--- src/core/t16wm_pkg.sv ---
// Shared constants for the 16-bit timer waveform and compare-output block.
// Assumes a 32-bit Avalon-MM slave port with word-aligned byte addresses.
package t16wm_pkg;

	// ----------------------------------------------------------------
	// Register map (byte addresses)
	// ----------------------------------------------------------------
	localparam logic [4:0] T16WM_OFF_CTRL_A = 5'h00;
	localparam logic [4:0] T16WM_OFF_CTRL_B = 5'h04;
	localparam logic [4:0] T16WM_OFF_COUNT = 5'h08;
	localparam logic [4:0] T16WM_OFF_CMP_A = 5'h0c;
	localparam logic [4:0] T16WM_OFF_CMP_B = 5'h10;
	localparam logic [4:0] T16WM_OFF_CMP_C = 5'h14;
	localparam logic [4:0] T16WM_OFF_CAPTURE = 5'h18;
	localparam logic [4:0] T16WM_OFF_STATUS = 5'h1c;

	// ----------------------------------------------------------------
	// Field positions
	// ----------------------------------------------------------------
	localparam int T16WM_POS_OUT_MODE_A = 6;
	localparam int T16WM_POS_OUT_MODE_B = 4;
	localparam int T16WM_POS_OUT_MODE_C = 2;
	localparam int T16WM_POS_WAVE_LOW = 0;
	localparam int T16WM_POS_WAVE_HIGH = 3;
	localparam int T16WM_POS_TICK_SEL = 0;
	localparam int T16WM_POS_OVF_FLAG = 0;
	localparam int T16WM_POS_MATCH_FLAG = 1;
	localparam int T16WM_POS_WAVE_STATE = 4;
	localparam int T16WM_POS_COUNT_UP = 7;

	// ----------------------------------------------------------------
	// Reset values
	// ----------------------------------------------------------------
	localparam logic [7:0] T16WM_RST_CTRL_A = 8'h00;
	localparam logic [4:0] T16WM_RST_CTRL_B = 5'h00;
	localparam logic [15:0] T16WM_RST_VALUE = 16'h0000;

	// ----------------------------------------------------------------
	// Counter limits and waveform modes
	// ----------------------------------------------------------------
	localparam logic [15:0] T16WM_TOP_8BIT = 16'h00ff;
	localparam logic [15:0] T16WM_TOP_9BIT = 16'h01ff;
	localparam logic [15:0] T16WM_TOP_10BIT = 16'h03ff;
	localparam logic [15:0] T16WM_MAX = 16'hffff;
	localparam logic [15:0] T16WM_BOTTOM = 16'h0000;
	localparam logic [3:0] T16WM_MODE_PFC_CMP = 4'h9;
	localparam logic [3:0] T16WM_MODE_PC_CMP = 4'hb;
	localparam logic [3:0] T16WM_MODE_FAST_CMP = 4'hf;

	// Tick source selections
	localparam logic [2:0] T16WM_TICK_STOP = 3'h0;
	localparam logic [2:0] T16WM_TICK_DIV1 = 3'h1;
	localparam logic [2:0] T16WM_TICK_DIV8 = 3'h2;
	localparam logic [2:0] T16WM_TICK_DIV64 = 3'h3;
	localparam logic [2:0] T16WM_TICK_DIV256 = 3'h4;
	localparam logic [2:0] T16WM_TICK_DIV1024 = 3'h5;
	localparam logic [2:0] T16WM_TICK_EXT_FALL = 3'h6;

	// Counting families selected by the waveform mode
	typedef enum logic [2:0] {
		T16WM_CLS_NORMAL = 3'b000,
		T16WM_CLS_CTC = 3'b001,
		T16WM_CLS_FAST = 3'b010,
		T16WM_CLS_PC = 3'b011,
		T16WM_CLS_PFC = 3'b100,
		T16WM_CLS_RSVD = 3'b101
	} t16wm_class_type;

endpackage

--- src/core/t16wm_prescaler.sv ---
// Timer tick generator: divided I/O clock or filtered external pin edge.
// Assumes ext_pin is asynchronous; tick is a one-cycle clock enable.
`timescale 1ns/1ps
`default_nettype none
module t16wm_prescaler
	import t16wm_pkg::*;
#(
	parameter int PRESCALE_W = 10
) (
	input wire logic clk,
	input wire logic rst_b,
	input wire logic [2:0] tick_sel,
	input wire logic ext_pin,
	output logic tick
);

	// ----------------------------------------------------------------
	// Divider and pin synchroniser
	// ----------------------------------------------------------------
	initial begin
		if (PRESCALE_W < 10) begin
			$error("t16wm_prescaler: PRESCALE_W must reach the 1024 divide");
		end
	end

	logic [PRESCALE_W-1:0] div_reg;
	logic sync1_reg, sync2_reg, sync3_reg, pin_level_reg;
	logic agree, rise, fall;

	// Free-running divider; shared by every ratio so ticks stay aligned
	always_ff @(posedge clk or negedge rst_b) begin
		if (!rst_b) begin
			div_reg <= '0;
		end else begin
			div_reg <= div_reg + 1'b1;
		end
	end

	// Three stages; a change counts once stages two and three agree
	always_ff @(posedge clk or negedge rst_b) begin
		if (!rst_b) begin
			sync1_reg <= 1'b0;
			sync2_reg <= 1'b0;
			sync3_reg <= 1'b0;
			pin_level_reg <= 1'b0;
		end else begin
			sync1_reg <= ext_pin;
			sync2_reg <= sync1_reg;
			sync3_reg <= sync2_reg;
			if (agree) begin
				pin_level_reg <= sync3_reg;
			end
		end
	end

	assign agree = (sync2_reg == sync3_reg);
	assign rise = agree && sync3_reg && !pin_level_reg;
	assign fall = agree && !sync3_reg && pin_level_reg;

	// Tick selection; zero stops the counter
	always_comb begin
		case (tick_sel)
			T16WM_TICK_STOP: tick = 1'b0;
			T16WM_TICK_DIV1: tick = 1'b1;
			T16WM_TICK_DIV8: tick = &div_reg[2:0];
			T16WM_TICK_DIV64: tick = &div_reg[5:0];
			T16WM_TICK_DIV256: tick = &div_reg[7:0];
			T16WM_TICK_DIV1024: tick = &div_reg[9:0];
			T16WM_TICK_EXT_FALL: tick = fall;
			default: tick = rise;
		endcase
	end

endmodule
`default_nettype wire

--- src/core/t16wm_core.sv ---
// 16-bit timer with waveform modes and three compare-output channels.
// Assumes an Avalon-MM master on clk; port mux data and direction come
// from the surrounding I/O port logic.
//
// Functional notes
// - Everything runs on clk; the timer tick is only an enable.
// - Output mode fields: channel A bits 7:6, B 5:4, C 3:2.
// - A connected output mode replaces the port data on its pin.
// - Non-PWM: 00 off, 01 toggle, 10 clear, 11 set on match.
// - Fast PWM 01 toggles channel A only in mode 15.
// - Fast PWM 10 clears on match, sets at BOTTOM; 11 inverts this.
// - Fast PWM 10/11 match at compare equal TOP ignored; BOTTOM action stays.
// - Dual-slope 01 toggles channel A only in modes 9 and 11.
// - Dual-slope 10 clears on up match, sets on down; 11 inverts.
// - Mode is control B high bits joined with control A bits 1:0.
// - Modes 1-3 phase correct, fixed TOP, load at TOP, flag BOTTOM.
// - Modes 5-7 fast PWM fixed TOP, load at TOP, flag at TOP.
// - Modes 0, 4, 12 load immediately and flag overflow at MAX.
// - Modes 8-9 load/flag at BOTTOM; 10-11 load TOP, flag BOTTOM.
// - Modes 14-15 fast PWM, capture or compare A TOP; 13 reserved.
// - BOTTOM events use the same tick relation as TOP events.
// - Dual-slope modes count up to TOP, then down to zero.
// - Tick select zero stops; else divided clock or external edge.
//
// Decided for this implementation: register access over Avalon-MM and the address map.
`timescale 1ns/1ps
`default_nettype none
module t16wm_core
	import t16wm_pkg::*;
(
	input wire logic clk,
	input wire logic rst_b,
	input wire logic [4:0] avs_address,
	input wire logic avs_read,
	input wire logic avs_write,
	input wire logic [31:0] avs_writedata,
	output logic [31:0] avs_readdata,
	output logic avs_waitrequest,
	input wire logic ext_tick_pin,
	input wire logic [2:0] port_out,
	input wire logic [2:0] port_dir,
	output logic [2:0] pin_out,
	output logic [2:0] pin_oe,
	output logic [2:0] wave_override
);

	// ----------------------------------------------------------------
	// Decode helpers
	// ----------------------------------------------------------------
	function automatic t16wm_class_type mode_class(input logic [3:0] m);
		case (m)
			4'h0: mode_class = T16WM_CLS_NORMAL;
			4'h4, 4'hc: mode_class = T16WM_CLS_CTC;
			4'h5, 4'h6, 4'h7, 4'he, 4'hf: mode_class = T16WM_CLS_FAST;
			4'h1, 4'h2, 4'h3, 4'ha, 4'hb: mode_class = T16WM_CLS_PC;
			4'h8, 4'h9: mode_class = T16WM_CLS_PFC;
			default: mode_class = T16WM_CLS_RSVD;
		endcase
	endfunction

	// Bus address match, used by every register write
	function automatic logic reg_hit(input logic [4:0] addr, input logic [4:0] off);
		reg_hit = (addr == off);
	endfunction

	// Whether output mode 01 may toggle this channel in this mode
	function automatic logic toggle_ok(input int ch, input t16wm_class_type cls, input logic [3:0] m);
		case (cls)
			T16WM_CLS_NORMAL, T16WM_CLS_CTC: toggle_ok = 1'b1;
			T16WM_CLS_FAST: toggle_ok = (ch == 0) && (m == T16WM_MODE_FAST_CMP);
			T16WM_CLS_PC, T16WM_CLS_PFC: toggle_ok = (ch == 0) && (m == T16WM_MODE_PFC_CMP || m == T16WM_MODE_PC_CMP);
			default: toggle_ok = 1'b0;
		endcase
	endfunction

	// ----------------------------------------------------------------
	// Registers and bus slave
	// ----------------------------------------------------------------
	logic [7:0] ctrl_a_reg;
	logic [4:0] ctrl_b_reg;
	logic [15:0] cnt_reg;
	logic up_reg;
	logic [15:0] cmp_buf_reg [3];
	logic [15:0] cmp_act_reg [3];
	logic [15:0] capture_reg;
	logic ovf_reg;
	logic [2:0] match_flag_reg;
	logic [2:0] wave_reg;
	wire [2:0] wave_next;
	logic block_reg;
	logic ack_reg;
	logic [31:0] readdata_reg;
	logic bus_wr;
	logic cnt_wr;
	logic tick;
	logic [3:0] mode;
	t16wm_class_type cls;
	logic [15:0] top;
	logic at_top, at_bottom, at_max, ovf_set, load_now;
	logic [2:0] match;
	logic [1:0] out_mode [3];
	logic [31:0] read_mux;

	// One wait cycle per request; the answer comes on the second edge
	assign avs_waitrequest = (avs_read || avs_write) && !ack_reg;
	assign bus_wr = avs_write && ack_reg;
	assign cnt_wr = bus_wr && reg_hit(avs_address, T16WM_OFF_COUNT);
	assign avs_readdata = readdata_reg;

	always_ff @(posedge clk or negedge rst_b) begin
		if (!rst_b) begin
			ack_reg <= 1'b0;
		end else begin
			ack_reg <= (avs_read || avs_write) && !ack_reg;
		end
	end

	// Read data captured one cycle ahead so it stands from a flop
	always_comb begin
		case (avs_address)
			T16WM_OFF_CTRL_A: read_mux = {24'h000000, ctrl_a_reg};
			T16WM_OFF_CTRL_B: read_mux = {27'h0000000, ctrl_b_reg};
			T16WM_OFF_COUNT: read_mux = {16'h0000, cnt_reg};
			T16WM_OFF_CMP_A: read_mux = {16'h0000, cmp_buf_reg[0]};
			T16WM_OFF_CMP_B: read_mux = {16'h0000, cmp_buf_reg[1]};
			T16WM_OFF_CMP_C: read_mux = {16'h0000, cmp_buf_reg[2]};
			T16WM_OFF_CAPTURE: read_mux = {16'h0000, capture_reg};
			T16WM_OFF_STATUS: read_mux = {24'h000000, up_reg, wave_reg, match_flag_reg, ovf_reg};
			default: read_mux = 32'h00000000;
		endcase
	end

	always_ff @(posedge clk or negedge rst_b) begin
		if (!rst_b) begin
			readdata_reg <= 32'h00000000;
		end else if (avs_read && !ack_reg) begin
			readdata_reg <= read_mux;
		end
	end

	// Control and top-source registers
	always_ff @(posedge clk or negedge rst_b) begin
		if (!rst_b) begin
			ctrl_a_reg <= T16WM_RST_CTRL_A;
			ctrl_b_reg <= T16WM_RST_CTRL_B;
			capture_reg <= T16WM_RST_VALUE;
		end else begin
			if (bus_wr && reg_hit(avs_address, T16WM_OFF_CTRL_A)) begin
				ctrl_a_reg <= avs_writedata[7:0];
			end
			if (bus_wr && reg_hit(avs_address, T16WM_OFF_CTRL_B)) begin
				ctrl_b_reg <= avs_writedata[4:0];
			end
			if (bus_wr && reg_hit(avs_address, T16WM_OFF_CAPTURE)) begin
				capture_reg <= avs_writedata[15:0];
			end
		end
	end

	// ----------------------------------------------------------------
	// Mode decode and TOP selection
	// ----------------------------------------------------------------
	assign mode = {ctrl_b_reg[T16WM_POS_WAVE_HIGH +: 2], ctrl_a_reg[T16WM_POS_WAVE_LOW +: 2]};
	assign cls = mode_class(mode);
	assign out_mode[0] = ctrl_a_reg[T16WM_POS_OUT_MODE_A +: 2];
	assign out_mode[1] = ctrl_a_reg[T16WM_POS_OUT_MODE_B +: 2];
	assign out_mode[2] = ctrl_a_reg[T16WM_POS_OUT_MODE_C +: 2];

	// TOP uses the active compare A, so buffered modes see a stable period
	always_comb begin
		case (mode)
			4'h1, 4'h5: top = T16WM_TOP_8BIT;
			4'h2, 4'h6: top = T16WM_TOP_9BIT;
			4'h3, 4'h7: top = T16WM_TOP_10BIT;
			4'h4, 4'h9, 4'hb, 4'hf: top = cmp_act_reg[0];
			4'h8, 4'ha, 4'hc, 4'he: top = capture_reg;
			default: top = T16WM_MAX;
		endcase
	end

	t16wm_prescaler #(
		.PRESCALE_W(10)
	) u_prescaler (
		.clk(clk),
		.rst_b(rst_b),
		.tick_sel(ctrl_b_reg[T16WM_POS_TICK_SEL +: 3]),
		.ext_pin(ext_tick_pin),
		.tick(tick)
	);

	// Events are the tick in which the counter sits at the value
	assign at_top = tick && (cnt_reg == top);
	assign at_bottom = tick && (cnt_reg == T16WM_BOTTOM);
	assign at_max = tick && (cnt_reg == T16WM_MAX);

	// ----------------------------------------------------------------
	// Counter
	// ----------------------------------------------------------------
	always_ff @(posedge clk or negedge rst_b) begin
		if (!rst_b) begin
			cnt_reg <= T16WM_RST_VALUE;
			up_reg <= 1'b1;
		end else if (cnt_wr) begin
			cnt_reg <= avs_writedata[15:0];
		end else if (tick) begin
			case (cls)
				T16WM_CLS_PC, T16WM_CLS_PFC: begin
					if (up_reg && cnt_reg == top) begin
						up_reg <= 1'b0;
						cnt_reg <= (cnt_reg == T16WM_BOTTOM) ? T16WM_BOTTOM : 16'(cnt_reg - 16'h0001);
					end else if (up_reg) begin
						cnt_reg <= 16'(cnt_reg + 16'h0001);
					end else if (cnt_reg == T16WM_BOTTOM) begin
						up_reg <= 1'b1;
						cnt_reg <= (top == T16WM_BOTTOM) ? T16WM_BOTTOM : 16'h0001;
					end else begin
						cnt_reg <= 16'(cnt_reg - 16'h0001);
					end
				end
				default: begin
					up_reg <= 1'b1;
					cnt_reg <= (cnt_reg == top) ? T16WM_BOTTOM : 16'(cnt_reg + 16'h0001);
				end
			endcase
		end
	end

	// A counter write hides the compare match on the next tick
	always_ff @(posedge clk or negedge rst_b) begin
		if (!rst_b) begin
			block_reg <= 1'b0;
		end else if (cnt_wr) begin
			block_reg <= 1'b1;
		end else if (tick) begin
			block_reg <= 1'b0;
		end
	end

	// ----------------------------------------------------------------
	// Compare buffers, update point and flags
	// ----------------------------------------------------------------
	always_comb begin
		case (cls)
			T16WM_CLS_FAST: begin
				load_now = at_top;
				ovf_set = at_top;
			end
			T16WM_CLS_PC: begin
				load_now = at_top;
				ovf_set = at_bottom;
			end
			T16WM_CLS_PFC: begin
				load_now = at_bottom;
				ovf_set = at_bottom;
			end
			default: begin
				load_now = 1'b1;
				ovf_set = at_max;
			end
		endcase
	end

	always_ff @(posedge clk or negedge rst_b) begin
		if (!rst_b) begin
			for (int i = 0; i < 3; i++) begin
				cmp_buf_reg[i] <= T16WM_RST_VALUE;
				cmp_act_reg[i] <= T16WM_RST_VALUE;
			end
		end else begin
			for (int i = 0; i < 3; i++) begin
				if (bus_wr && reg_hit(avs_address, 5'(T16WM_OFF_CMP_A + 5'(4 * i)))) begin
					cmp_buf_reg[i] <= avs_writedata[15:0];
				end
				if (load_now) begin
					cmp_act_reg[i] <= cmp_buf_reg[i];
				end
			end
		end
	end

	// Sticky flags, write one to clear; a new event beats the clear
	always_ff @(posedge clk or negedge rst_b) begin
		if (!rst_b) begin
			ovf_reg <= 1'b0;
			match_flag_reg <= 3'h0;
		end else begin
			if (ovf_set) begin
				ovf_reg <= 1'b1;
			end else if (bus_wr && reg_hit(avs_address, T16WM_OFF_STATUS) && avs_writedata[T16WM_POS_OVF_FLAG]) begin
				ovf_reg <= 1'b0;
			end
			for (int i = 0; i < 3; i++) begin
				if (match[i]) begin
					match_flag_reg[i] <= 1'b1;
				end else if (bus_wr && reg_hit(avs_address, T16WM_OFF_STATUS) &&
					avs_writedata[T16WM_POS_MATCH_FLAG + i]) begin
					match_flag_reg[i] <= 1'b0;
				end
			end
		end
	end

	// ----------------------------------------------------------------
	// Waveform outputs per channel
	// ----------------------------------------------------------------
	genvar ch;
	generate
		for (ch = 0; ch < 3; ch++) begin : g_chan
			logic w_next;
			assign match[ch] = tick && !block_reg && (cnt_reg == cmp_act_reg[ch]);
			always_comb begin
				w_next = wave_reg[ch];
				case (cls)
					T16WM_CLS_NORMAL, T16WM_CLS_CTC: begin
						if (match[ch]) begin
							case (out_mode[ch])
								2'b01: w_next = !wave_reg[ch];
								2'b10: w_next = 1'b0;
								2'b11: w_next = 1'b1;
								default: w_next = wave_reg[ch];
							endcase
						end
					end
					T16WM_CLS_FAST: begin
						if (at_top && out_mode[ch][1]) begin
							w_next = !out_mode[ch][0];
						end else if (match[ch] && out_mode[ch][1] && cmp_act_reg[ch] != top) begin
							w_next = out_mode[ch][0];
						end else if (match[ch] && out_mode[ch] == 2'b01 && toggle_ok(ch, cls, mode)) begin
							w_next = !wave_reg[ch];
						end
					end
					T16WM_CLS_PC, T16WM_CLS_PFC: begin
						if (match[ch] && out_mode[ch][1]) begin
							w_next = up_reg ? out_mode[ch][0] : !out_mode[ch][0];
						end else if (match[ch] && out_mode[ch] == 2'b01 && toggle_ok(ch, cls, mode)) begin
							w_next = !wave_reg[ch];
						end
					end
					default: w_next = wave_reg[ch];
				endcase
			end
			assign wave_next[ch] = w_next;
			// Mode 01 where toggling is not offered leaves the port in charge
			assign wave_override[ch] = (out_mode[ch] != 2'b00) && (cls != T16WM_CLS_RSVD) &&
				!(out_mode[ch] == 2'b01 && !toggle_ok(ch, cls, mode));
			assign pin_out[ch] = wave_override[ch] ? wave_reg[ch] : port_out[ch];
			assign pin_oe[ch] = port_dir[ch];
		end
	endgenerate

	always_ff @(posedge clk or negedge rst_b) begin
		if (!rst_b) begin
			wave_reg <= 3'h0;
		end else begin
			wave_reg <= wave_next;
		end
	end
endmodule
`default_nettype wire

--- config.mk ---
export PLATFORM = sky130hd
export DESIGN_NAME = t16wm_core
export DESIGN_NICKNAME = d
export VERILOG_FILES = /design/src/core/t16wm_pkg.sv /design/src/core/t16wm_prescaler.sv /design/src/core/t16wm_core.sv
export SDC_FILE = /design/constraint.sdc
export NUM_CORES = 1
export LEC_CHECK = 0
export ABC_AREA = 1
export BUFFER_PORTS_ARGS = -buffer_cell sky130_fd_sc_hd__buf_2
export CAP_MARGIN = 5
export CORE_MARGIN = 2
export CORE_UTILIZATION = 55
export CTS_CLUSTER_DIAMETER = 200
export DETAILED_ROUTE_END_ITERATION = 7
export GPL_TIMING_DRIVEN = 0
export PLACE_DENSITY = 0.79
export SETUP_SLACK_MARGIN = 0.1
export SLEW_MARGIN = 40
export SYNTH_ARGS = -nofsm -noshare
export SYNTH_HDL_FRONTEND = slang
export SYNTH_SLANG_ARGS = --single-unit
--- constraint.sdc ---
create_clock -name clk -period 5.9 [get_ports clk]
set_input_delay 1.18 -clock clk [delete_from_list [all_inputs] [get_ports clk]]
set_output_delay 1.18 -clock clk [all_outputs]
set_load 0.05 [all_outputs]
# After elaboration in Yosys (flattened, before gate mapping)
# Memory sizes are Yosys's and may differ from the RTL's.
# Index checks and enable logic that the tools add are counted.
dict set report word_totals {
  register_bits 197
  mem_bits_ro 48
  in_bits 48
  out_inout_bits 42
  elab_cells 269
  memories 1
}
dict set report op_classes {
  n_addsub 3
  n_eq_ne 62
  n_mux 75
  bitwise 1
  n_reduce_logical 101
}
# name words word_bits read_ports rd_clocked_by_memory_dff write_ports line_no
set mem_list {}
lappend mem_list {{(no name shown)} 16 3 1 0 0 t16wm_core.sv:51} ;# case (m)
# cell n
set op_table {}
lappend op_table {{$mux W16} 8}
lappend op_table {{$pmux W16 S8} 1}
lappend op_table {{$pmux W16 S5} 1}
lappend op_table {{$eq A16 B16 Y1} 4}
lappend op_table {{$mux W1} 55}
lappend op_table {{$logic_and A1 B1 Y1} 54}
lappend op_table {{$ne A16 B16 Y1} 3}
lappend op_table {{$logic_not A16 Y1} 2}
lappend op_table {{$eq A4 B4 Y1 const B} 7}
lappend op_table {{$pmux W1 S3} 7}
lappend op_table {{$eq A5 B5 Y1 const B} 4}
lappend op_table {{$add A16 B1 Y16 const B} 1}
lappend op_table {{$eq A16 B16 Y1 const B} 1}
lappend op_table {{$eq A4 B3 Y1 const B} 4}
lappend op_table {{$reduce_bool A2 Y1} 8}
lappend op_table {{$sub A16 B1 Y16 const B} 1}
lappend op_table {{$logic_not A1 Y1} 15}
lappend op_table {{$reduce_and A5 Y1} 3}
lappend op_table {{$eq A2 B2 Y1 const B} 6}
lappend op_table {{$eq A3 B2 Y1 const B} 4}
lappend op_table {{$eq A3 B3 Y1 const B} 4}
lappend op_table {{$ne A4 B2 Y1 const B} 3}
lappend op_table {{$ne A4 B4 Y1 const B} 3}
lappend op_table {{$reduce_or A2 Y1} 6}
lappend op_table {{other kinds (24)} 37}

# Depth between registers and ports, before layout
# Gate-level depths: netlist of the first run.
dict set report depth {
  depth_word 16
  ltp_mapped 22
  ltp_nobuf 20
}

# By module
# Synthesis of the first run repeated with hierarchy kept, for this count alone.
dict set report unflattened {
  cells_unflattened 1788
  area_unflattened_um2 12175.4
}
# mod n_inst cells_per_inst area_each_um2 seq_area_each_um2
set by_module_without_submodules {}
lappend by_module_without_submodules {t16wm_core 1 1715 11511.0 4180.3}
lappend by_module_without_submodules {t16wm_prescaler 1 73 664.4 350.3}

# Least setup slack after synthesis of the first run
# OpenSTA, ideal clock, no wires.
dict set report synth_path {
  path_kind {reg2out}
  startpoint {register ctrl_a_reg[0]}
  endpoint {output port pin_out[0]}
  arrival_time_ns 2.682
  required_ns 4.720
  path_slack_ns 2.038
  stages_incl_launch_ff 8
  path_buffers 0
  path_cell_list {dfrtp_1 nor2_1 nand2_1 inv_1 o21ai_0 a21oi_1 nor2_1 a21oi_1}
}
dict set report synth_via {
  elab_chain_cells 9
  word_cells_on_any_way 20
  cone_classes {eq/ne (8); mux (2); reduce/logical (9); memory (1)}
}
# element line_no
set synth_rtl {}
lappend synth_rtl {{start: declaration} t16wm_core.sv:79} ;# logic [7:0] ctrl_a_reg;
lappend synth_rtl {{start signal: assignment} t16wm_core.sv:149} ;# ctrl_a_reg <= avs_writedata[7:0];
lappend synth_rtl {{$mem_v2 Z16 W3} --}
lappend synth_rtl {{$eq A3 B2 Y1 (tied with other cells)} t16wm_core.sv:68} ;# case (cls)
lappend synth_rtl {{$reduce_or A2 Y1, on equally long branches} --}
lappend synth_rtl {{$pmux W1 S3} t16wm_core.sv:68}
lappend synth_rtl {{$logic_not A1 Y1} t16wm_core.sv:346} ;# !(out_mode[ch] == 2'b01 && !toggle_ok(ch, cls, mode));
lappend synth_rtl {{$logic_and A1 B1 Y1} t16wm_core.sv:346}
lappend synth_rtl {{$logic_not A1 Y1} t16wm_core.sv:346}
lappend synth_rtl {{$logic_and A1 B1 Y1 *} t16wm_core.sv:345} ;# assign wave_override[ch] = (out_mode[ch] != 2'b00) && (cls != T16WM_CLS_RSVD) &&
lappend synth_rtl {{net wave_override[0]} t16wm_core.sv:44} ;# output logic [2:0] wave_override
lappend synth_rtl {{$mux W1 *} t16wm_core.sv:347} ;# assign pin_out[ch] = wave_override[ch] ? wave_reg[ch] : port_out[ch];
lappend synth_rtl {{end: declaration} t16wm_core.sv:42} ;# output logic [2:0] pin_out,
# Mark *: on every way through the listed nets, which the timed path passes. The rest lies on a longest branch.

# Worst setup path in the final report of the first run
dict set report layout_path {
  startpoint {register cnt_reg[0]}
  endpoint {register cmp_act_reg[21] (netlist name)}
}
dict set report layout_via {
  elab_chain_cells 3
  word_cells_on_any_way 5
  cone_classes {eq/ne (1); mux (1); reduce/logical (3)}
}
# element line_no
set layout_rtl {}
lappend layout_rtl {{start: declaration} t16wm_core.sv:81} ;# logic [15:0] cnt_reg;
lappend layout_rtl {{start signal: assignment} t16wm_core.sv:204} ;# cnt_reg <= avs_writedata[15:0];
lappend layout_rtl {{start signal: assignment} t16wm_core.sv:210} ;# cnt_reg <= (cnt_reg == T16WM_BOTTOM) ? T16WM_BOTTOM : 16'(cnt_reg - 16'h0001);
lappend layout_rtl {{start signal: assignment} t16wm_core.sv:212} ;# cnt_reg <= 16'(cnt_reg + 16'h0001);
lappend layout_rtl {{$eq A16 B16 Y1 or $logic_not A16 Y1 (tied branches)} {t16wm_core.sv:192, t16wm_core.sv:193}}
lappend layout_rtl {{$logic_and A1 B1 Y1, on equally long branches} {t16wm_core.sv:192, t16wm_core.sv:193}}
lappend layout_rtl {{$pmux W1 S2 *} t16wm_core.sv:243} ;# case (cls)
lappend layout_rtl {{end signal: indexed assignment} t16wm_core.sv:275} ;# cmp_act_reg[i] <= cmp_buf_reg[i];
lappend layout_rtl {{end: declaration} t16wm_core.sv:84} ;# logic [15:0] cmp_act_reg [3];
# Mark *: on every way between the ends. The rest lies on a longest branch, timed or not.
# A chain may end at the register's enable or synchronous reset.

==> results of run 1 <==
-- final timing paths --
kind	slack (ns)	start	endpoint
max reg2reg	1.81	cnt_reg[0]	cmp_act_reg[21]
max in group asynchronous	4.39	rst_b	up_reg
min	0.35	u_prescaler.sync1_reg	u_prescaler.sync2_reg
max	1.81	cnt_reg[0]	cmp_act_reg[21]
min in group asynchronous	0.59	rst_b	capture_reg[13]
min reg2reg	0.35	u_prescaler.sync1_reg	u_prescaler.sync2_reg
-- metrics by stage --
step / utilization / hold WS [ns] / total power [uW] / area (sq um) / setup WS, ns
finish: 0.623 / 0.347 / 5510 / 13100 / 1.81
global placement: 0.590 / 0.334 / 4240 / 12400 / 0.653
detailed placement: 0.595 / 0.343 / 4270 / 12500 / 1.95
CTS: 0.623 / 0.353 / 5430 / 13100 / 1.93
floorplan: - / 0.331 / 3450 / 11800 / 2.04
global route: 0.623 / 0.356 / 5820 / 13100 / 1.67
-- cells by family (layout without fill, tap and decap cells) --
group	Yosys count	count (layout)	synth area share
XOR/XNOR	40	40	0.0300
multiplexers	11	11	0.0106
buffers and inverters	260	348	0.0966
AO/OA/AOI/OAI	274	274	0.134
AND/OR/NAND/NOR	877	877	0.335
flip-flops	181	181	0.387
other	1	16	0.000321
adder cells (fa/ha/maj)	6	6	0.00642
-- critical path: stages, from the launching register on --
cell and delay (ns):
dfrtp_1 0.39, clkbuf_1 0.24, inv_1 0.12, clkbuf_1 0.55
ha_1 0.31, inv_1 0.08, nor2_1 0.23, nand4_1 0.21
nor4_2 0.58, nand2_1 0.20, o311ai_4 0.48, buf_8 0.22
buf_6 0.15, nand2_1 0.12, o21ai_1 0.11
-- power by group through the flow --
| stage | Combinational (uW) | Sequential (uW) | Clock (uW) |
|---|---|---|---|
| after detailed placement | 2610 | 1660 | 0 |
| after floorplan | 1810 | 1640 | 0 |
| after global placement | 2580 | 1650 | 0 |
| final | 2690 | 1650 | 1170 |
| after global routing | 2930 | 1680 | 1210 |
| after CTS | 2620 | 1640 | 1160 |
-- layout by cell type (no fill, tap or decap), drive strengths merged --
cell type | synthesis | routed
o221ai | 1 | 1
o41ai | 3 | 3
o311ai | 1 | 1
nor3b | 1 | 1
nand4 | 49 | 49
o21ai | 180 | 180
a32o | 1 | 1
dfrtp | 180 | 180
clkinv | 5 | 12
mux2 | 11 | 11
clkinvlp | 0 | 2
inv | 178 | 183
xor2 | 36 | 36
clkbuf | 44 | 62
a221oi | 16 | 16
nand3b | 4 | 4
nor3 | 16 | 16
a22oi | 1 | 1
xnor2 | 4 | 4
ha | 6 | 6
buf | 33 | 89
o21bai | 1 | 1
nand2 | 511 | 511
conb | 1 | 16
o211ai | 15 | 15
dfstp | 1 | 1
or2 | 1 | 1
nor2 | 168 | 168
o31ai | 5 | 5
o22ai | 22 | 22
a21oi | 26 | 26
nand3 | 117 | 117
nor4 | 10 | 10
a22o | 2 | 2
-- layer usage --
layer | global-route usage | vias to the layer above | wire, um
met4 | 0.157 | 0 | 1780
met2 | 0.569 | 678 | 18100
met3 | 0.0805 | 125 | 4400
li1 | - | 5556 | -
met5 | 0 | - | 0
met1 | 0.558 | 5685 | 18100
-- final cells by class --
| type | instances | area (sq um) |
|---|---|---|
| clock inverters | 14 | 160 |
| well taps | 275 | 344 |
| clock buffers | 18 | 429 |
| flip-flops and latches | 181 | 4530 |
| plain buffers | 77 | 443 |
| repair buffers | 56 | 358 |
| multi-input cells | 1224 | 6100 |
| inverters | 183 | 687 |
| fillers | 1942 | 7900 |
==> metrics, run 1 <==
run status=finished clean; post-route insts no fill=a little over 2k; count of routing violations after the opening detailed-route iteration=about 1.5k; Slew Limit Fails=0; router iterations before antenna repair=6; die width=approximately 150 um; total leakage power=around 0.0064 uW; post-layout min period=approximately 4.1 ns; post-synthesis sequential area ratio=0.387; hpwl dp=33300 um; Via density=a little under 6; post-synthesis cell area=around 12000 sq um; cell type with the highest aggregate area in the netlist=dfrtp_1; startpoint kind of the worst setup timing path=flip-flop; DRT antenna net count=0; Vias=~12k; top-level I/O count=90; total setup violations reported at the end of the flow=0; placed cell count=approximately 2k; per-cell routed wire length=~21 um; cell-internal power=around 2800 uW; clock tree from TritonCTS=built; top-area cell type share of the netlist area=0.385; switching power as a share of total power=0.492; setup repair after global routing missed its margin=false; worst hold path stage count=0; remaining max-slew budget at the tightest pin=0.428; post-cts repair resize count=0; most common library cells after synthesis=nand2_1, dfrtp_1, inv_1, nor2_1, o21ai_0; EDFF count, synth=0; global router's overall resource usage=0.387; total number of placement rows=53; most common cell in the netlist=nand2_1; largest cells by area after synthesis=dfrtp_1, nand2_1, o21ai_0; pin count of the biggest net entering global routing=52; clock network latency to the later pin of the worst-skew pair=about 0.45 ns; wire length of the first global-routing pass=64500 um; maximum clock insertion buffer count=2; distinct cell type count of the synthesized netlist=52; highest clock rate=0.245 GHz; post-CTS setup repair buffer count=0; CP required=6.27 ns; placer congestion estimate=slightly above 1; type of the tightest min-delay check=reg2reg; maximum net fanout on the critical path=10; core region area=21000 sq um; layout cell share with drive strength beyond 1=0.110; effective utilization at floorplan=0.558; ys flop type=dfrtp_1; Crit path arrival time=4.45 ns; overflow left after global routing=0; Total Wirelength=roughly 42000 um; number of buffers created by CTS=17; clock transition at the register clock pins on the worst setup and hold paths after CTS=approximately 0.08 ns; Post-route DRC=0; Net Sw Power=between 2000 and 3000 uW; synthesized instance count=approximately 1.7k; root buffer cell=clkbuf_16; Sink Count=181; combinational power share=0.488; Final nets=roughly 1.8k; count of buffers inserted at the top-level ports=53; antenna cell count=0; growth of design area from synthesis to finish=11.6%; synthesized area per cell=between 7 and 8 sq um; total negative setup slack=0 ns; endpoint class of the critical path=flip-flop; worst-case reg-to-reg path depth=14; total of flip-flops plus latches after synthesis=between 150 and 200; VDD IR max=about 0.24 mV; maximum level of the CTS H-tree=4; yosys warns=0; cell area power density=between 400 and 500 nW/um^2; measured slew at the worst slew-check pin=around 0.85 ns; number of buffers inserted by hold repair at cts=0; clock tree skew after final layout=between 0.015 and 0.02 ns; maxcap violations=0; die outline height=150 um; proportion of power drawn by flip-flops and latches=0.299; crit path kind=reg2reg; number of antenna violations at the first check in global routing=1; final cycle utilization of the critical path=0.693; die area=22400 sq um; number of global-route vias before repair=approximately 11k; part of the total power dissipated in the clock network=0.212; fraction of synthesis flops using an asynchronous set or reset pin=1.00; Hold Violations, Final=0
(Power assumes the default switching activity.)
==> inputs of run 2 (changes only) <==
--- a/config.mk
+++ b/config.mk
@@ -5,7 +5,7 @@
 export SDC_FILE = /design/constraint.sdc
 export NUM_CORES = 1
 export LEC_CHECK = 0
-export ABC_AREA = 1
+export ABC_AREA = 0
 export BUFFER_PORTS_ARGS = -buffer_cell sky130_fd_sc_hd__buf_2
 export CAP_MARGIN = 5
 export CORE_MARGIN = 2
==> constraint.sdc (replaced) <==
create_clock -name clk -period 3.97 [get_ports clk]
set_input_delay 0.794 -clock clk [delete_from_list [all_inputs] [get_ports clk]]
set_output_delay 0.794 -clock clk [all_outputs]
set_load 0.05 [all_outputs]
==> run 2 against run 1 <==
Via count shrank 6.7%; critical path depth shrank 4; global-route usage grew 3.2 points; sequential share of layout area shrank 0.50 points; clock-buffer cell count shrank 1; critical endpoint is now pin_out[0].
==> metrics, run 2 <==
VDD IR max=0.358 mV (+52%); remaining max-slew budget at the tightest pin=0.371 (-0.0570); antenna cell count=0 (unchanged); synthesized area per cell=9.50 sq um (+34%); startpoint kind of the worst setup timing path=flip-flop; count of routing violations after the opening detailed-route iteration=1476 (-2.8%); die area=22600 sq um (+0.67%); Via density=6.95 (+17%); die outline height=150 um (+0.33%); clock network latency to the later pin of the worst-skew pair=0.46 ns (about the same); cell type with the highest aggregate area in the netlist=dfrtp_1; router iterations before antenna repair=7 (+1); crit path kind=reg2out; Slew Limit Fails=0 (unchanged); number of buffers created by CTS=17 (unchanged); EDFF count, synth=0 (unchanged); number of global-route vias before repair=10.7k (-2.8%); most common library cells after synthesis=dfrtp_1, mux2_2, nand2_1, clkbuf_1, nand3_1; type of the tightest min-delay check=in2async; worst-case hold slack=0.228 ns (-0.119 ns); commonest non-fill, non-tap cells in the layout=dfrtp_1, mux2_2, nand2_1; placer congestion estimate=1.07 (+6.3%); cell area power density=604 nW/um^2 (+43%); Vias=11.2k (-6.7%); commonest non-fill, non-tap cell in the layout=dfrtp_1; count of fill cells added during filler insertion=1785 (-8.1%); total setup violations reported at the end of the flow=0 (unchanged); start point of the critical path=ctrl_a_reg[0]; Final nets=1382 (-23%); root buffer cell=clkbuf_16; CP required=3.18 ns (-3.09 ns); yosys warns=0 (unchanged); total area of sequential cells=4530 sq um (unchanged); post-layout min period=around 3.8 ns; maximum net fanout on the critical path=10 (unchanged); number of buffers inserted by hold repair at cts=0 (unchanged); maximum level of the CTS H-tree=4 (unchanged); die width=150 um (+0.33%); run status=finished clean; maximum clock insertion buffer count=2 (unchanged); largest cells by area after synthesis=dfrtp_1, mux2_2, xor2_1; global router's overall resource usage=0.419 (+0.0320); total of flip-flops plus latches after synthesis=181 (unchanged); fraction of synthesis flops using an asynchronous set or reset pin=1.00 (unchanged); Crit path arrival time=3.02 ns (-1.43 ns); number of antenna violations at the first check in global routing=0 (-1); setup repair after global routing missed its margin=false; top-area cell type share of the netlist area=0.383 (-0.00262); total number of placement rows=53 (unchanged); maxcap violations=0 (unchanged); core region area=21000 sq um (+0.32%); Hold Violations, Final=0 (unchanged); Reg-to-Reg Start=cnt_reg[8]; post-synthesis cell area=11800 sq um (+0.68%); final cycle utilization of the critical path=0.962; clock transition at the register clock pins on the worst setup and hold paths after CTS=0.09 ns (about the same); Total Wirelength=46500 um (+9.6%); DRT antenna net count=0 (unchanged); distinct cell type count of the synthesized netlist=94 (+81%); clock tree skew after final layout=0.0173 ns (-0.000529 ns); synthesized instance count=1240 (-25%); pin count of the biggest net entering global routing=77 (+48%); overflow left after global routing=0 (unchanged); effective utilization at floorplan=0.560 (+0.00205); highest clock rate=~0.26 GHz; endpoint class of the critical path=output port; most common cell in the netlist=dfrtp_1; register-to-register setup slack=0.16 ns (-1.65 ns); post-synthesis sequential area ratio=0.385 (-0.00263); layout cell share with drive strength beyond 1=0.209 (+0.0987); wire length of the first global-routing pass=68600 um (+6.5%); growth of design area from synthesis to finish=12.5%; per-cell routed wire length=28.8 um (+38%); clock tree from TritonCTS=built; total negative setup slack=0 ns (unchanged); count of buffers inserted at the top-level ports=51 (-3.8%); ys flop type=dfrtp_1; hpwl dp=35200 um (+5.6%); Sink Count=181 (unchanged); area of the multi-input gates=6690 sq um (+9.6%); total leakage power=0.00588 uW (-8.1%); top-level I/O count=90 (unchanged); measured slew at the worst slew-check pin=0.944 ns (+0.0886 ns); Post-route DRC=0 (unchanged)
-- run 2: cell types whose count changed in the layout (fill, tap and decap cells not counted), sizes merged, moves of 18 or more --
cell    before  now
a21oi       26   52
a22o         2   21
a22oi        1   52
and3         0   22
inv        183   43
mux2        11  126
nand2      511   82
nand2b       0   18
nand3      117   55
nand4       49   21
nor2       168   56
nor3        16   40
o21ai      180   56
-- run 2: critical path, stage by stage (launching register included) --
cell and delay (ns):
dfrtp_1 0.32, clkbuf_4 0.20, buf_6 0.17, buf_4 0.21, clkbuf_4 0.24, buf_4 0.23, buf_6 0.20, o21ai_0 0.14
a22oi_2 0.28, mux2_2 0.37, buf_2 0.21
-- run 2: final cells by class --
type	count	area share
buffer	109	0.0437
inverter	36	0.0102
timing repair buffer	56	0.0259
tap	275	0.0260
sequential	181	0.342
clock inverter	15	0.0150
clock buffer	17	0.0321
multi-input combinational	927	0.505
-- run 2: kinds of logic after synthesis --
kind of cell | count (synthesis) | synth area share
AOI/OAI and AO/OA | 316 | 0.193
xor gates and xnor gates | 73 | 0.0543
adders and majority gates | 6 | 0.00638
buffers and inverters | 147 | 0.0587
DFF | 181 | 0.385
muxes | 134 | 0.127
other | 1 | 0.000318
and+or+nand+nor | 382 | 0.175
-- run 2: repair_timing --
action,CTS,global route
endpoints found under the setup margin,48,62
pin swaps,2,2
cloned,0,0
gates resized for setup,12,16
setup buffers,1,2
-- run 2: path summary, 6_finish.rpt --
check / end / depth (start not counted)
max: pin_out[0] / 10
min: cmp_buf_reg[32] / 1
max reg2reg: wave_reg[0] / 9
min reg2reg: u_prescaler.sync2_reg / 0
max in group asynchronous: cmp_act_reg[29] / 2
min in group clk: u_prescaler.sync2_reg / 0
-- run 2: metal layers --
metal	share of wire	track usage	wire length, um	up-vias
li1	-	-	-	4768
met1	0.40	0.580	18700	5539
met2	0.43	0.620	20000	768
met3	0.12	0.108	5550	160
met4	0.049	0.187	2270	0
met5	0	0	0	-
-- run 2: metrics by stage --
stage	power, uW	area [sq um]	instances	setup WS [ns]	util
5_1_grt	8260	13200	1616	0.104	0.630
3_3_place_gp	5960	12400	1581	-0.754	0.592
6_report	8000	13200	1616	0.152	0.630
3_5_place_dp	5980	12500	1583	-0.303	0.596
4_1_cts	7810	13200	1616	0.0109	0.628
2_1_floorplan	4780	11800	1255	0.291	-
-- run 2: report_power, final --
part           switching, uW  leakage (uW)  total (uW)  internal (uW)
logic                   2300       0.00322        3550           1250
registers                477       0.00237        2640           2160
clock network            937      0.000298        1810            872
==> inputs of run 3 (changes only) <==
--- a/config.mk
+++ b/config.mk
@@ -18,4 +18,5 @@
 export SLEW_MARGIN = 40
 export SYNTH_ARGS = -nofsm -noshare
 export SYNTH_HDL_FRONTEND = slang
+export SYNTH_HIERARCHICAL = 1
 export SYNTH_SLANG_ARGS = --single-unit
==> run 3 against run 2 <==
Clock skew is 0.0020 ns higher; critical path type unchanged; sequential power decreased by 2%; global-route usage fell by 1.9 points; critical path depth decreased by 2.
==> metrics, run 3 <==
run status=finished clean; die outline height=149 um (-0.73%); count of fill cells added during filler insertion=1774 (-0.62%); placer congestion estimate=1.05 (-2.3%); worst-case hold slack=0.228 ns (-0.000248 ns); overflow left after global routing=0 (unchanged); WL met1=17200 um (-8.1%); Total Wirelength=43700 um (-6.0%); remaining max-slew budget at the tightest pin=0.440 (+0.0689); endpoint class of the critical path=output port; Via density=6.77 (-2.6%); type of the tightest min-delay check=in2async; EDFF count, synth=0 (unchanged); layout cell share with drive strength beyond 1=0.204 (-0.00484); Critical Path, Cell by Cell=clkbuf_4 -> buf_2 -> clkbuf_2 -> buf_2 -> o21ai_0 -> a21oi_2 -> mux2_2 -> buf_2; Sink Count=181 (unchanged); Final Worst Setup Slack=0.157 ns (+0.00492 ns); Hold Violations, Final=0 (unchanged); total number of placement rows=53 (unchanged); top sig layer=met4; DRT antenna net count=0 (unchanged); final cycle utilization of the critical path=0.960 (-0.00124); clock transition at the register clock pins on the worst setup and hold paths after CTS=0.08 ns (about the same); top-area cell type share of the netlist area=0.388 (+0.00578); VDD IR max=0.342 mV (-4.6%); most common library cells after synthesis=dfrtp_1, o21ai_0, mux2_2, nand2_1, xnor2_1; highest clock rate=0.262 GHz (+0.13%); post-synthesis cell area=11600 sq um (-1.5%); setup repair after global routing missed its margin=false; commonest non-fill, non-tap cells in the layout=dfrtp_1, o21ai_0, mux2_2; ys flop type=dfrtp_1; die area=22300 sq um (-1.5%); synthesized instance count=1207 (-2.7%); wire length of the first global-routing pass=65500 um (-4.6%); CP most frequent cell=buf_2; crit path kind=reg2out; hpwl dp=33000 um (-6.2%); count of buffers inserted at the top-level ports=53 (+3.9%); root buffer cell=clkbuf_16; Post-route DRC=0 (unchanged); measured slew at the worst slew-check pin=0.840 ns (-0.103 ns); CP required=3.18 ns (about the same); Met3 Routed Length=4380 um (-21%); cell area power density=579 nW/um^2 (-4.1%); Crit path arrival time=3.02 ns (about the same); largest cells by area after synthesis=dfrtp_1, mux2_2, xnor2_1; cell type with the highest aggregate area in the netlist=dfrtp_1; per-cell routed wire length=27.5 um (-4.4%); commonest non-fill, non-tap cell in the layout=dfrtp_1; Vias=10.8k (-4.2%); yosys warns=6 (+6); distinct cell type count of the synthesized netlist=81 (-14%); global router's overall resource usage=0.400 (-0.0194); maximum net fanout on the critical path=10 (unchanged); core region area=20900 sq um (-0.63%); total leakage power=0.00568 uW (-3.3%); maxcap violations=0 (unchanged); most common cell in the netlist=dfrtp_1; clock network latency to the later pin of the worst-skew pair=0.46 ns (about the same); total area of sequential cells=4530 sq um (unchanged); clock tree from TritonCTS=built; fraction of synthesis flops using an asynchronous set or reset pin=1.00 (unchanged); pre-CTS setup slack=-0.0753 ns (+0.227 ns); count of routing violations after the opening detailed-route iteration=1399 (-5.2%); startpoint kind of the worst setup timing path=flip-flop; growth of design area from synthesis to finish=12.8%; area of the multi-input gates=6490 sq um (-2.9%); router iterations before antenna repair=8 (+1); number of global-route vias before repair=10.4k (-2.6%); synthesized area per cell=9.61 sq um (+1.2%); routed wire length on met2=19400 um (-2.7%); number of antenna violations at the first check in global routing=0 (unchanged); top-level I/O count=90 (unchanged); number of buffers created by CTS=17 (unchanged); cell with the largest stage delay on the worst path=dfrtp_1; effective utilization at floorplan=0.555 (-0.00483); pin count of the biggest net entering global routing=78 (+1.3%); clock tree skew after final layout=0.0193 ns (+0.00199 ns); total of flip-flops plus latches after synthesis=181 (unchanged); post-layout min period=3.81 ns (-0.00492 ns); Slew Limit Fails=0 (unchanged); antenna cell count=0 (unchanged); maximum level of the CTS H-tree=4 (unchanged); total setup violations reported at the end of the flow=0 (unchanged); die width=149 um (-0.73%); maximum clock insertion buffer count=2 (unchanged); Final nets=1355 (-2.0%); post-synthesis sequential area ratio=0.391 (+0.00581); CP peak stage delay=0.43 ns (+0.06 ns)
[run 3: cell count changes in the layout (fill, tap and decap cells not counted), sizes merged, moves of 18 or more]
cell   delta
a22oi    -30
o21ai    +31
nand2    -18
xor2     -25
xnor2    +42
nand3    -25
[run 3: per-layer routing]
metal	up-vias	global-route usage
met3	180	0.0982
met5	-	0
met2	701	0.614
met1	5267	0.526
li1	4617	-
met4	0	0.209
[run 3: cell type report]
cell class	instances	share of cell area
Multi-Input combinational cell	885	0.496
Sequential cell	181	0.346
Buffer	109	0.0418
Clock buffer	17	0.0325
Timing Repair Buffer	60	0.0281
Tap cell	275	0.0263
Clock inverter	15	0.0156
Inverter	47	0.0135
[run 3: cells by family (layout without fill, tap and decap cells)]
logic type | Yosys count | in the layout | share of synthesized area
AND/OR/NAND/NOR | 323 | 323 | 0.154
AO/OA/AOI/OAI | 322 | 322 | 0.188
flip-flops | 181 | 181 | 0.391
buffers and inverters | 156 | 248 | 0.0604
multiplexers | 128 | 128 | 0.132
XOR/XNOR | 90 | 90 | 0.0680
adder cells (fa/ha/maj) | 6 | 6 | 0.00647
other | 1 | 16 | 0.000323
[run 3: final timing paths]
kind | startpoint | endpoint | slack, ns | depth (start not counted)
min in group clk | u_prescaler/sync1_reg | u_prescaler/sync2_reg | 0.36 | 0
hold reg to reg | u_prescaler/sync1_reg | u_prescaler/sync2_reg | 0.36 | 0
hold / removal | rst_b | cnt_reg[3] | 0.23 | 1
setup reg to reg | ctrl_b_reg[3] | cnt_reg[9] | 0.22 | 13
setup / recovery | ctrl_b_reg[4] | pin_out[0] | 0.16 | 8
max in group asynchronous | rst_b | cmp_act_reg[29] | 2.70 | 3
[run 3: critical path: cells and delay by family, from the launching register on]
kind / cells / cell delay, ns
buffers and inverters: 5 / 1.30
AO/OA/AOI/OAI: 2 / 0.46
flip-flops: 1 / 0.43
multiplexers: 1 / 0.37
[run 3: what timing repair did]
| item | CTS | global route |
|---|---|---|
| hold buffers | 0 | 0 |
| setup buffers | 3 | 2 |
| setup endpoints to repair | 43 | 67 |
| pin swaps | 1 | 1 |
| gates resized for setup | 6 | 27 |
[run 3: power breakdown]
part	switching (uW)	leakage [uW]	internal (uW)
clock network	960	0.000303	881
registers	439	0.00235	2160
logic	1950	0.00303	1200
total	3350	0.00568	4240
[run 3: metrics by stage]
stage | cells | setup TNS, ns | util | power (uW) | area [sq um]
CTS | 1587 | 0 | 0.623 | 7420 | 13000
global route | 1589 | 0 | 0.627 | 7850 | 13100
global placement | 1550 | -146.88 | 0.587 | 5550 | 12300
floorplan | 1222 | 0 | - | 4580 | 11700
finish | 1589 | 0 | 0.627 | 7580 | 13100
detailed placement | 1552 | -0.0980 | 0.591 | 5600 | 12300
